$ cat config.mk
export PLATFORM = sky130hd
export DESIGN_NAME = mcc_ctrl
export DESIGN_NICKNAME = d
export VERILOG_FILES = /design/src/verilog/mcc_pkg.sv /design/src/verilog/mcc_ctrl.sv
export SDC_FILE = /design/constraint.sdc
export NUM_CORES = 1
export LEC_CHECK = 0
export BUFFER_PORTS_ARGS = -buffer_cell sky130_fd_sc_hd__buf_4
export CAP_MARGIN = 40
export CORE_UTILIZATION = 56
export CTS_CLUSTER_DIAMETER = 100
export DETAILED_ROUTE_END_ITERATION = 8
export PLACE_DENSITY = 0.8
export SYNTH_ARGS = -nofsm -noshare
export SYNTH_HDL_FRONTEND = slang
export SYNTH_SLANG_ARGS = --single-unit
$ cat constraint.sdc
create_clock -name pclk -period 3 [get_ports pclk]
set_input_delay 0.3 -clock pclk [delete_from_list [all_inputs] [get_ports pclk]]
set_output_delay 0.3 -clock pclk [all_outputs]
set_load 0.01 [all_outputs]
$ cat src/verilog/mcc_pkg.sv
/*
  Shared constants and carrier types for the subscriber_modem channel-change and
  class-identification message controller.
  Assumes a MAC framer on the same clock that parses and serialises the messages.
*/
package mcc_pkg;
  // APB register byte addresses.
  localparam logic [7:0] ADDR_CTRL = 8'h00;
  localparam logic [7:0] ADDR_KEYSEQ = 8'h04;
  localparam logic [7:0] ADDR_JUMP_LEN = 8'h08;
  localparam logic [7:0] ADDR_START_OFS = 8'h0C;
  localparam logic [7:0] ADDR_ACCURACY = 8'h10;
  localparam logic [7:0] ADDR_CI_TMO = 8'h14;
  localparam logic [7:0] ADDR_CI_MAXRTY = 8'h18;
  localparam logic [7:0] ADDR_STATUS = 8'h1C;
  // Control and status register bit positions.
  localparam int CTRL_PRIV = 0;
  localparam int CTRL_CLASS_EN = 1;
  localparam int CTRL_CPE = 2;
  localparam int CTRL_JUMP_EN = 3;
  localparam int CTRL_START_EN = 4;
  localparam int STAT_IGN = 0;
  // Reset values.
  localparam logic [4:0] CTRL_RST = 5'h1A;
  localparam logic [31:0] CI_TMO_RST = 32'h0004_0000;
  localparam logic [7:0] CI_MAXRTY_RST = 8'h03;
  // Confirmation codes and the reinit option value.
  localparam logic [7:0] CONF_OK = 8'h00;
  localparam logic [7:0] CONF_ARRIVE = 8'h01;
  localparam logic [7:0] CONF_TEMP_REJ = 8'h03;
  localparam logic [7:0] CONF_PERM_REJ = 8'h04;
  localparam logic [7:0] CONF_DEPART = 8'h00;
  localparam logic [7:0] CONF_ALREADY = 8'h00;
  localparam logic [7:0] INIT_OPT_REINIT = 8'h00;
  // Message kinds on the transmit port.
  typedef enum logic [1:0] {
    MSG_NONE = 2'b00,
    MSG_CC_REPLY = 2'b01,
    MSG_CI_REQ = 2'b10
  } mcc_kind_t;
  typedef enum logic [2:0] {
    CC_IDLE = 3'b000,
    CC_TX_OLD = 3'b001,
    CC_RETUNE = 3'b010,
    CC_TX_NEW = 3'b011
  } mcc_cc_st_t;
  typedef enum logic [2:0] {
    CI_IDLE = 3'b000,
    CI_SEND = 3'b001,
    CI_WAIT = 3'b010,
    CI_GO = 3'b011,
    CI_REJECT = 3'b100,
    CI_FAIL = 3'b101
  } mcc_ci_st_t;
  // Parsed channel_change_request from the framer.
  typedef struct packed {
    logic [15:0] txn_id;
    logic change_needed;
    logic init_present;
    logic [7:0] init_opt;
  } mcc_ccreq_t;
  // Message handed to the framer for transmission.
  typedef struct packed {
    mcc_kind_t kind;
    logic [15:0] txn_id;
    logic [7:0] conf;
    logic jump_incl;
    logic [31:0] jump_len;
    logic start_incl;
    logic [31:0] start_time;
    logic [31:0] accuracy;
    logic privacy;
    logic [3:0] key_seq;
    logic digest_last;
    logic [13:0] service_tag;
    logic [31:0] dev_class;
  } mcc_txmsg_t;
endpackage

$ cat src/verilog/mcc_ctrl.sv
/*
  Message controller: channel_change_reply sequencing and class_ident_request
  exchange, with an APB register file.
  Assumes all message inputs come from framer logic on pclk, so none is synchronised.
*/
`timescale 1ns/1ps
// Notes on behaviour
// - Every accepted channel_change_request gets a channel_change_reply.
// - The first reply goes out on the old upstream before retuning.
// - Request naming current channels gets an already-on-channel reply there.
// - Requests arriving during a channel change are dropped.
// - Second reply after arrival only when no MAC reinit was forced.
// - Reply carries the request's 16-bit transaction id and 8-bit code.
// - With privacy, reply carries key sequence and digest placed last.
// - Optional jump element holds the jump length in timestamp ticks.
// - Jump timing uses the 32-bit SYNC timestamp at 10.24 MHz.
// - Optional start element holds planned start and accuracy in ticks.
// - Class request is sent right after ranging complete.
// - Initialization holds until a class_ident_reply with a success or permanent-reject code arrives, or the retries run out.
// - Class request carries service tag and class with bits 31:1 zero.
// - Temporary reject clears retry counter and resends the request.
// - Permanent reject aborts registration and rescans, excluding this channel.
// - Success code resumes registration.
// - Missing initialization element forces full MAC reinit, no second reply.
module mcc_ctrl (
  // Clock, reset and enable.
  input wire logic pclk,
  input wire logic presetn,
  input wire logic ce,
  // APB slave.
  input wire logic psel,
  input wire logic penable,
  input wire logic pwrite,
  input wire logic [7:0] paddr,
  input wire logic [31:0] pwdata,
  output logic [31:0] prdata,
  output logic pready,
  output logic pslverr,
  // Framer receive side.
  input wire logic ccreq_valid,
  input wire mcc_pkg::mcc_ccreq_t ccreq,
  input wire logic cirsp_valid,
  input wire logic [7:0] cirsp_code,
  input wire logic [31:0] sync_ts,
  input wire logic [13:0] temp_service_tag,
  // Framer transmit side.
  output logic tx_valid,
  input wire logic tx_ready,
  output mcc_pkg::mcc_txmsg_t tx_msg,
  // Tuner and initialization sequencer.
  input wire logic ranging_done,
  input wire logic tune_done,
  output logic retune,
  output logic mac_reinit,
  output logic init_hold,
  output logic reg_resume,
  output logic rescan_excl,
  output logic ci_failed
);
  logic [4:0] ctrl_q, ctrl_d;
  logic [3:0] keyseq_q, keyseq_d;
  logic [31:0] jlen_q, jlen_d, sofs_q, sofs_d, acc_q, acc_d, tmo_q, tmo_d;
  logic [7:0] maxrty_q, maxrty_d;
  logic ign_q, ign_d;
  logic [31:0] prdata_q, prdata_d;
  logic pready_q, pready_d, pslverr_q, pslverr_d;
  mcc_pkg::mcc_cc_st_t cc_q, cc_d;
  mcc_pkg::mcc_ci_st_t ci_q, ci_d;
  logic [15:0] txn_q, txn_d;
  logic reinit_q, reinit_d, stay_q, stay_d, retune_q, retune_d, mreinit_q, mreinit_d;
  logic txv_q, txv_d;
  mcc_pkg::mcc_txmsg_t txm_q, txm_d;
  logic [31:0] tmr_q, tmr_d;
  logic [7:0] rty_q, rty_d;
  logic hold_q, hold_d, resume_q, resume_d, rescan_q, rescan_d, fail_q, fail_d;
  logic apb_wr, apb_setup, cc_acc, ci_acc, cc_take;

  assign apb_setup = psel && !penable;
  assign apb_wr = psel && penable && pready_q && pwrite;
  assign cc_acc = txv_q && tx_ready && (txm_q.kind == mcc_pkg::MSG_CC_REPLY);
  assign ci_acc = txv_q && tx_ready && (txm_q.kind == mcc_pkg::MSG_CI_REQ);
  assign cc_take = ccreq_valid && (cc_q == mcc_pkg::CC_IDLE);

  // APB slave: answers in the first access cycle; unmapped addresses flag an error.
  always_comb begin
    ctrl_d = ctrl_q;
    keyseq_d = keyseq_q;
    jlen_d = jlen_q;
    sofs_d = sofs_q;
    acc_d = acc_q;
    tmo_d = tmo_q;
    maxrty_d = maxrty_q;
    // Set wins over a write-one clear so no dropped request goes unreported.
    ign_d = ign_q || (ccreq_valid && !cc_take);
    pready_d = apb_setup;
    pslverr_d = 1'b0;
    prdata_d = 32'h0000_0000;
    if (apb_setup) begin
      case (paddr)
        mcc_pkg::ADDR_CTRL: prdata_d = {27'h000_0000, ctrl_q};
        mcc_pkg::ADDR_KEYSEQ: prdata_d = {28'h000_0000, keyseq_q};
        mcc_pkg::ADDR_JUMP_LEN: prdata_d = jlen_q;
        mcc_pkg::ADDR_START_OFS: prdata_d = sofs_q;
        mcc_pkg::ADDR_ACCURACY: prdata_d = acc_q;
        mcc_pkg::ADDR_CI_TMO: prdata_d = tmo_q;
        mcc_pkg::ADDR_CI_MAXRTY: prdata_d = {24'h00_0000, maxrty_q};
        mcc_pkg::ADDR_STATUS: prdata_d = {16'h0000, rty_q, 1'b0, ci_q, cc_q, ign_q};
        default: pslverr_d = 1'b1;
      endcase
      if (pwrite) begin
        prdata_d = 32'h0000_0000;
      end
    end
    if (apb_wr && !pslverr_q) begin
      case (paddr)
        mcc_pkg::ADDR_CTRL: ctrl_d = pwdata[4:0];
        mcc_pkg::ADDR_KEYSEQ: keyseq_d = pwdata[3:0];
        mcc_pkg::ADDR_JUMP_LEN: jlen_d = pwdata;
        mcc_pkg::ADDR_START_OFS: sofs_d = pwdata;
        mcc_pkg::ADDR_ACCURACY: acc_d = pwdata;
        mcc_pkg::ADDR_CI_TMO: tmo_d = pwdata;
        mcc_pkg::ADDR_CI_MAXRTY: maxrty_d = pwdata[7:0];
        mcc_pkg::ADDR_STATUS: begin
          if (pwdata[mcc_pkg::STAT_IGN] && !(ccreq_valid && !cc_take)) begin
            ign_d = 1'b0;
          end
        end
        default: ;
      endcase
    end
  end

  always_ff @(posedge pclk or negedge presetn) begin
    if (!presetn) begin
      ctrl_q <= mcc_pkg::CTRL_RST;
      keyseq_q <= 4'h0;
      jlen_q <= 32'h0000_0000;
      sofs_q <= 32'h0000_0000;
      acc_q <= 32'h0000_0000;
      tmo_q <= mcc_pkg::CI_TMO_RST;
      maxrty_q <= mcc_pkg::CI_MAXRTY_RST;
      ign_q <= 1'b0;
      prdata_q <= 32'h0000_0000;
      pready_q <= 1'b0;
      pslverr_q <= 1'b0;
    end else if (ce) begin
      ctrl_q <= ctrl_d;
      keyseq_q <= keyseq_d;
      jlen_q <= jlen_d;
      sofs_q <= sofs_d;
      acc_q <= acc_d;
      tmo_q <= tmo_d;
      maxrty_q <= maxrty_d;
      ign_q <= ign_d;
      prdata_q <= prdata_d;
      pready_q <= pready_d;
      pslverr_q <= pslverr_d;
    end
  end

  // Channel change sequencer and the shared transmit slot.
  always_comb begin
    cc_d = cc_q;
    txn_d = txn_q;
    reinit_d = reinit_q;
    stay_d = stay_q;
    retune_d = 1'b0;
    mreinit_d = 1'b0;
    txv_d = txv_q && !tx_ready;
    txm_d = txm_q;
    case (cc_q)
      mcc_pkg::CC_IDLE: begin
        if (ccreq_valid) begin
          txn_d = ccreq.txn_id;
          stay_d = !ccreq.change_needed;
          // A missing technique element or option 0 means full reinit on arrival.
          reinit_d = !ccreq.init_present ||
                     (ccreq.init_opt == mcc_pkg::INIT_OPT_REINIT);
          cc_d = mcc_pkg::CC_TX_OLD;
        end
      end
      mcc_pkg::CC_TX_OLD: begin
        if (cc_acc) begin
          cc_d = stay_q ? mcc_pkg::CC_IDLE : mcc_pkg::CC_RETUNE;
          retune_d = !stay_q;
        end
      end
      mcc_pkg::CC_RETUNE: begin
        if (tune_done) begin
          cc_d = reinit_q ? mcc_pkg::CC_IDLE : mcc_pkg::CC_TX_NEW;
          mreinit_d = reinit_q;
        end
      end
      mcc_pkg::CC_TX_NEW: begin
        if (cc_acc) begin
          cc_d = mcc_pkg::CC_IDLE;
        end
      end
      default: cc_d = mcc_pkg::CC_IDLE;
    endcase
    // The slot is refilled only once empty, so the framer sees a stable message.
    if (!txv_d) begin
      txm_d = '0;
      if ((cc_d == mcc_pkg::CC_TX_OLD || cc_d == mcc_pkg::CC_TX_NEW) && !cc_acc) begin
        txv_d = 1'b1;
        txm_d.kind = mcc_pkg::MSG_CC_REPLY;
        txm_d.txn_id = txn_d;
        txm_d.conf = (cc_d == mcc_pkg::CC_TX_NEW) ? mcc_pkg::CONF_ARRIVE :
                     (stay_d ? mcc_pkg::CONF_ALREADY : mcc_pkg::CONF_DEPART);
        // Jump figures are raw SYNC ticks; the wrap is left to the headend.
        txm_d.jump_incl = ctrl_q[mcc_pkg::CTRL_JUMP_EN] && !stay_d;
        txm_d.jump_len = jlen_q;
        txm_d.start_incl = ctrl_q[mcc_pkg::CTRL_START_EN] && !stay_d;
        txm_d.start_time = sync_ts + sofs_q;
        txm_d.accuracy = acc_q;
        txm_d.privacy = ctrl_q[mcc_pkg::CTRL_PRIV];
        txm_d.key_seq = keyseq_q;
        txm_d.digest_last = ctrl_q[mcc_pkg::CTRL_PRIV];
      end else if (ci_q == mcc_pkg::CI_SEND && !ci_acc) begin
        txv_d = 1'b1;
        txm_d.kind = mcc_pkg::MSG_CI_REQ;
        txm_d.service_tag = temp_service_tag;
        txm_d.dev_class = {31'h0000_0000, ctrl_q[mcc_pkg::CTRL_CPE]};
      end
    end
  end

  always_ff @(posedge pclk or negedge presetn) begin
    if (!presetn) begin
      cc_q <= mcc_pkg::CC_IDLE;
      txn_q <= 16'h0000;
      reinit_q <= 1'b0;
      stay_q <= 1'b0;
      retune_q <= 1'b0;
      mreinit_q <= 1'b0;
      txv_q <= 1'b0;
      txm_q <= '0;
    end else if (ce) begin
      cc_q <= cc_d;
      txn_q <= txn_d;
      reinit_q <= reinit_d;
      stay_q <= stay_d;
      retune_q <= retune_d;
      mreinit_q <= mreinit_d;
      txv_q <= txv_d;
      txm_q <= txm_d;
    end
  end

  // Class identification sequencer with timeout and retry count.
  always_comb begin
    ci_d = ci_q;
    tmr_d = tmr_q;
    rty_d = rty_q;
    rescan_d = 1'b0;
    fail_d = fail_q;
    if (ranging_done) begin
      tmr_d = 32'h0000_0000;
      rty_d = 8'h00;
      fail_d = 1'b0;
      ci_d = ctrl_q[mcc_pkg::CTRL_CLASS_EN] ? mcc_pkg::CI_SEND : mcc_pkg::CI_GO;
    end else begin
      case (ci_q)
        mcc_pkg::CI_SEND: begin
          tmr_d = 32'h0000_0000;
          if (ci_acc) begin
            ci_d = mcc_pkg::CI_WAIT;
          end
        end
        mcc_pkg::CI_WAIT: begin
          tmr_d = tmr_q + 32'h0000_0001;
          if (cirsp_valid && cirsp_code == mcc_pkg::CONF_OK) begin
            ci_d = mcc_pkg::CI_GO;
          end else if (cirsp_valid && cirsp_code == mcc_pkg::CONF_TEMP_REJ) begin
            rty_d = 8'h00;
            ci_d = mcc_pkg::CI_SEND;
          end else if (cirsp_valid && cirsp_code == mcc_pkg::CONF_PERM_REJ) begin
            ci_d = mcc_pkg::CI_REJECT;
            rescan_d = 1'b1;
          end else if (tmr_q >= tmo_q) begin
            if (rty_q >= maxrty_q) begin
              ci_d = mcc_pkg::CI_FAIL;
              fail_d = 1'b1;
            end else begin
              rty_d = rty_q + 8'h01;
              ci_d = mcc_pkg::CI_SEND;
            end
          end
        end
        mcc_pkg::CI_REJECT: ci_d = mcc_pkg::CI_IDLE;
        mcc_pkg::CI_IDLE, mcc_pkg::CI_GO, mcc_pkg::CI_FAIL: ;
        default: ci_d = mcc_pkg::CI_IDLE;
      endcase
    end
    hold_d = (ci_d == mcc_pkg::CI_SEND) || (ci_d == mcc_pkg::CI_WAIT);
    resume_d = (ci_d == mcc_pkg::CI_GO);
  end

  always_ff @(posedge pclk or negedge presetn) begin
    if (!presetn) begin
      ci_q <= mcc_pkg::CI_IDLE;
      tmr_q <= 32'h0000_0000;
      rty_q <= 8'h00;
      hold_q <= 1'b0;
      resume_q <= 1'b0;
      rescan_q <= 1'b0;
      fail_q <= 1'b0;
    end else if (ce) begin
      ci_q <= ci_d;
      tmr_q <= tmr_d;
      rty_q <= rty_d;
      hold_q <= hold_d;
      resume_q <= resume_d;
      rescan_q <= rescan_d;
      fail_q <= fail_d;
    end
  end

  assign prdata = prdata_q;
  assign pready = pready_q;
  assign pslverr = pslverr_q;
  assign tx_valid = txv_q;
  assign tx_msg = txm_q;
  assign retune = retune_q;
  assign mac_reinit = mreinit_q;
  assign init_hold = hold_q;
  assign reg_resume = resume_q;
  assign rescan_excl = rescan_q;
  assign ci_failed = fail_q;
endmodule

Word-level counts from Yosys, hierarchy flattened
Index checks and enable logic that the tools add are counted.
- bitwise logic cells: 1
- equality and inequality tests: 28
- $add $sub $neg: 3
- mux-type cells: 62
- order comparisons: 2
- reductions and logical operators: 58
- operators by type and width (cell ; number):
    $pmux 32 s8 ; 1
    $mux 128 ; 1
    $mux 32 ; 3
    $mux 46 ; 2
    $pmux 32 s2 ; 1
    $mux 8 ; 7
    $mux 3 ; 11
    $add 32x1->32 const B ; 1
    $add 32x32->32 ; 1
    $eq 8x5->1 const B ; 4
    $ge 32x32->1 ; 1
    $mux 16 ; 2
    $mux 1 ; 27
    $logic_not 8->1 ; 3
    $reduce_and 3->1 ; 8
    $eq 3x2->1 const B ; 7
    $logic_and 1x1->1 ; 19
    $eq 8x3->1 const B ; 2
    $eq 8x4->1 const B ; 2
    $eq 3x1->1 const B ; 4
    $pmux 3 s4 ; 1
    $logic_not 1->1 ; 11
    $mux 2 ; 5
    $pmux 3 s3 ; 1
    other kinds (18) ; 29
- logic and storage cells: 192
- output and inout port bits: 217
- bits in registers: 427
- input port bits: 131

Depth between registers and ports, before layout
- depth in word-level cells: 10
- gate-level depth with buffers: 12
- gate-level depth less buffers: 11

Least setup slack after synthesis
No wires, ideal clock.
- path type: reg-to-reg
- start point: register sofs_q[20]
- end point: register txm_q (netlist bit tx_msg[115])
- required time: 2.879 ns
- setup time: 0.121 ns
- cell stages (with the launch flop): 11
- setup slack: 0.280 ns
- buffers on the path: 0
- data arrival time: 2.599 ns
- clock period less this slack: 2.720 ns
- path through: dfrtp_1 > ha_1 > and2_4 > a221o_1 > a31oi_1 > o22ai_1 > a311o_1 > or3_1 > a311o_1 > xnor2_1 > a22o_1
- longest elaborated chain between the ends: 2
- ends and longest elaborated chain (element ; line ; text):
    start, declared ; mcc_ctrl.sv:62 ; logic [31:0] jlen_q, jlen_d, sofs_q, sofs_d, acc_q, acc_d, tmo_q, tmo_d;
    start signal, assigned ; mcc_ctrl.sv:150 ; sofs_q <= sofs_d;
    $add 32x32->32 ; mcc_ctrl.sv:214 ; txm_d.start_time = sync_ts + sofs_q;
    $mux 128 ; mcc_ctrl.sv:204 ; if ((cc_d == mcc_pkg::CC_TX_OLD || cc_d == mcc_pkg::CC_TX_NEW) && !cc_acc) begin
    end signal, assigned ; mcc_ctrl.sv:246 ; txm_q <= txm_d;
    end, declared ; mcc_ctrl.sv:72 ; mcc_pkg::mcc_txmsg_t txm_q, txm_d;
No other way between the ends.
A chain may end at the register's enable or synchronous reset.

Final worst setup path
- start point: register sofs_q[1]
- end point: register txm_q (netlist bit tx_msg[115])
Same word-level chain as after synthesis.

==> run_results.csv <==
group,metric,value,unit
run_status,status,"finished clean",
logic_synthesis,ys_async_sr_fraction,1.00,
final_layout,syn2layout_area_growth,25.3,%
clock_tree,cts_max_level,2,
critical_path,end_kind,"flop",
flow_run,drv_cap,0,
grt,grt-ovfl-total,0,
power,p_leak,11.8,nW
logic_synthesis,synthCells,1834,
logic_synthesis,ys_seq_area_frac,0.504,
critical_path,worstPathArrival,3.41,ns
critical_path,cp-start-kind,"flop",
logic_synthesis,synth_warnings,0,
power,vdd_ir_drop_max,0.577,mV
timing,setup_viol,0,
grt,grt_start_max_net_pins,125,
timing,final_max_slew_viol_count,0,
timing,hold_viol,0,
floorplan,core_area,0.0337,mm2
timing,clock.fmax,335,MHz
floorplan,rows,67,
clock_tree,cts_tree,"built",
final_layout,final_area,0.0242,mm2
clock_tree,ctsRootBufferMaster,"clkbuf_16",
logic_synthesis,synth_ff_type,"dfrtp_1",
detailed_routing,drt_wl_total,57900,um
grt,grt_pass1_wl,89900,um
placement,place_area,0.0224,mm2
grt,grt_pass1_vias,16000,
logic_synthesis,netlist-cell-type-count,76,
critical_path,cp_top_family,"compound AO/OA/AOI/OAI gates",
floorplan,io_pins,348,
critical_path,cp_cell_sequence,"ha_1 -> a21oi_2 -> o211ai_1 -> nand4_1 -> a31oi_2 -> a311o_1 -> or3_1 -> a311o_1 -> xnor2_1 -> a22o_1",
timing,slew_headroom,0.420,
final_layout,layout_common_cells,"buf_4 (384), dfrtp_1 (377), nand2_1 (247)",
critical_path,cpMostUsedCell,"a311o_1",
timing,fin_crit_sh,0.995,
clock_tree,cts_made_buffers,41,
floorplan,die_w,188,um
critical_path,crit_path_max_fanout,4,
logic_synthesis,synth_edf_count,0,
detailed_routing,avgRoutedWirePerCell,21.6,um
power,power_density,574,mW/mm2
final_layout,final_common_cell,"buf_4",
placement,gp_congestion,0.936,
detailed_routing,drt_iter0_drc,1448,
logic_synthesis,ys_ff_latch,388,
clock_tree,clk_pin_slew,0.07,ns
critical_path,cpMaxStageDelayCell,"dfrtp_2",
placement,place_hpwl,40500,um
grt,grt_usage,0.327,
detailed_routing,dr.pass1.iters,6,
final_layout,final_util,0.717,
clock_tree,cts_sinks,388,
detailed_routing,vias,16000,
critical_path,crit_required,3.42,ns
floorplan,die_area,0.0352,mm2
critical_path,crit_type,"reg2reg",
placement,io_buffers,309,
final_layout,drive_gt1_frac,0.306,
timing,tightestPinTransition,0.867,ns
timing,period_minus_slack,2.98,ns
logic_synthesis,syn_avg_cell_area,10.5,um2
critical_path,critPathBufInv,0,
grt,grt_antenna_before_repair,2,
worst_hold_path,hp-class,"in2reg",
clock_tree,clk_path_buf_depth,3,
floorplan,initial_core_util,0.572,
critical_path,critPathMaxStageDelay,0.48,ns
detailed_routing,antenna_left,0,
clock_tree,clkLatencyLatePin,0.54,ns
detailed_routing,vias_per_cell,5.99,
timing,clock_skew,0.0219,ns
detailed_routing,drc_errors,0,
logic_synthesis,synthesis.area,0.0193,mm2
final_layout,num-nets-final,2406,
floorplan,fp.dieH,188,um
per-layer routing:
| layer | track usage | vias to the layer above | share of wire |
|---|---|---|---|
| met5 | 0 | - | 0 |
| li1 | - | 7231 | - |
| met3 | 0.0700 | 147 | 0.090 |
| met2 | 0.521 | 775 | 0.47 |
| met4 | 0.129 | 0 | 0.038 |
| met1 | 0.438 | 7894 | 0.40 |
state kept, by name, indices dropped and copies added, names as in the netlist, 16 cells and up:
name	cells
acc_q	32
jlen_q	32
prdata	32
sofs_q	32
tmo_q	32
tmr_q	32
tx_msg	137
txn_q	16
where the power goes:
part	switching, mW	internal [mW]
Clock	2.14	3.08
Sequential	0.327	5.71
Combinational	1.54	1.10
logic make-up after synthesis:
family,after synthesis,share of synthesized area
AOI/OAI and AO/OA,459,0.157
and+or+nand+nor,454,0.106
DFF,388,0.504
buffers and inverters,222,0.0533
muxes,190,0.110
adders and majority gates,74,0.0484
xor gates and xnor gates,46,0.0209
other,1,0.000194
synthesized netlist by cell type (25+ instances only):
| master | instances | area, um2 |
|---|---|---|
| o22ai_1 | 34 | 213 |
| dfrtp_1 | 382 | 9560 |
| mux2_2 | 168 | 1890 |
| o21ai_0 | 148 | 741 |
| a21oi_1 | 53 | 265 |
| inv_1 | 91 | 342 |
| buf_4 | 40 | 300 |
| xor2_1 | 25 | 219 |
| nand2_1 | 247 | 927 |
| a22o_1 | 42 | 368 |
| nor2_1 | 74 | 278 |
| ha_1 | 73 | 913 |
| a21o_1 | 39 | 293 |
| clkbuf_1 | 59 | 221 |
| o31ai_1 | 28 | 210 |
final cells by class:
class	count	area, um2
Sequential cell	388	9720
Fill cell	2415	9530
Multi-Input combinational cell	1261	8840
Timing Repair Buffer	418	3320
Clock buffer	55	1160
Tap cell	448	561
Inverter	91	342
Clock inverter	19	223
Antenna cell	1	2.50
per-stage QoR:
step	setup TNS, ns	hold slack, ns	setup slack, ns	instances	power, mW
global placement	-1.08	0.334	-0.232	2577	8.59
global route	-0.0697	0.0144	-0.0482	2681	14.4
finish	0	0.0134	0.0157	2681	13.9
detailed placement	-0.00938	0.336	-0.00938	2580	8.69
CTS	0	0.00214	0.00827	2677	13.9
floorplan	0	0.00441	0.280	1871	7.43
path summary, 6_finish.rpt:
path / slack, ns / endpoint / cells past startpoint / startpoint
worst min register to register: 0.48 / tx_msg[164] / 2 / tx_msg[164]
max in group asynchronous: 1.78 / tmo_q[18] / 3 / presetn
worst max-delay path: 0.02 / tx_msg[115] / 10 / sofs_q[1]
min in group asynchronous: 0.34 / reg_resume / 2 / presetn
worst max register to register: 0.02 / tx_msg[115] / 10 / sofs_q[1]
worst min-delay path: 0.01 / tx_msg[43] / 2 / temp_service_tag[11]
repair_timing:
action / 4_1_cts / 5_1_grt
pin swaps: 0 / 3
setup endpoints to repair: 1 / 21
buffers inserted: 0 / 3
endpoints found under the hold margin: 89 / 0
resized for setup: 3 / 24
hold buffers: 23 / 0
Power figures use the tool's default switching activity.
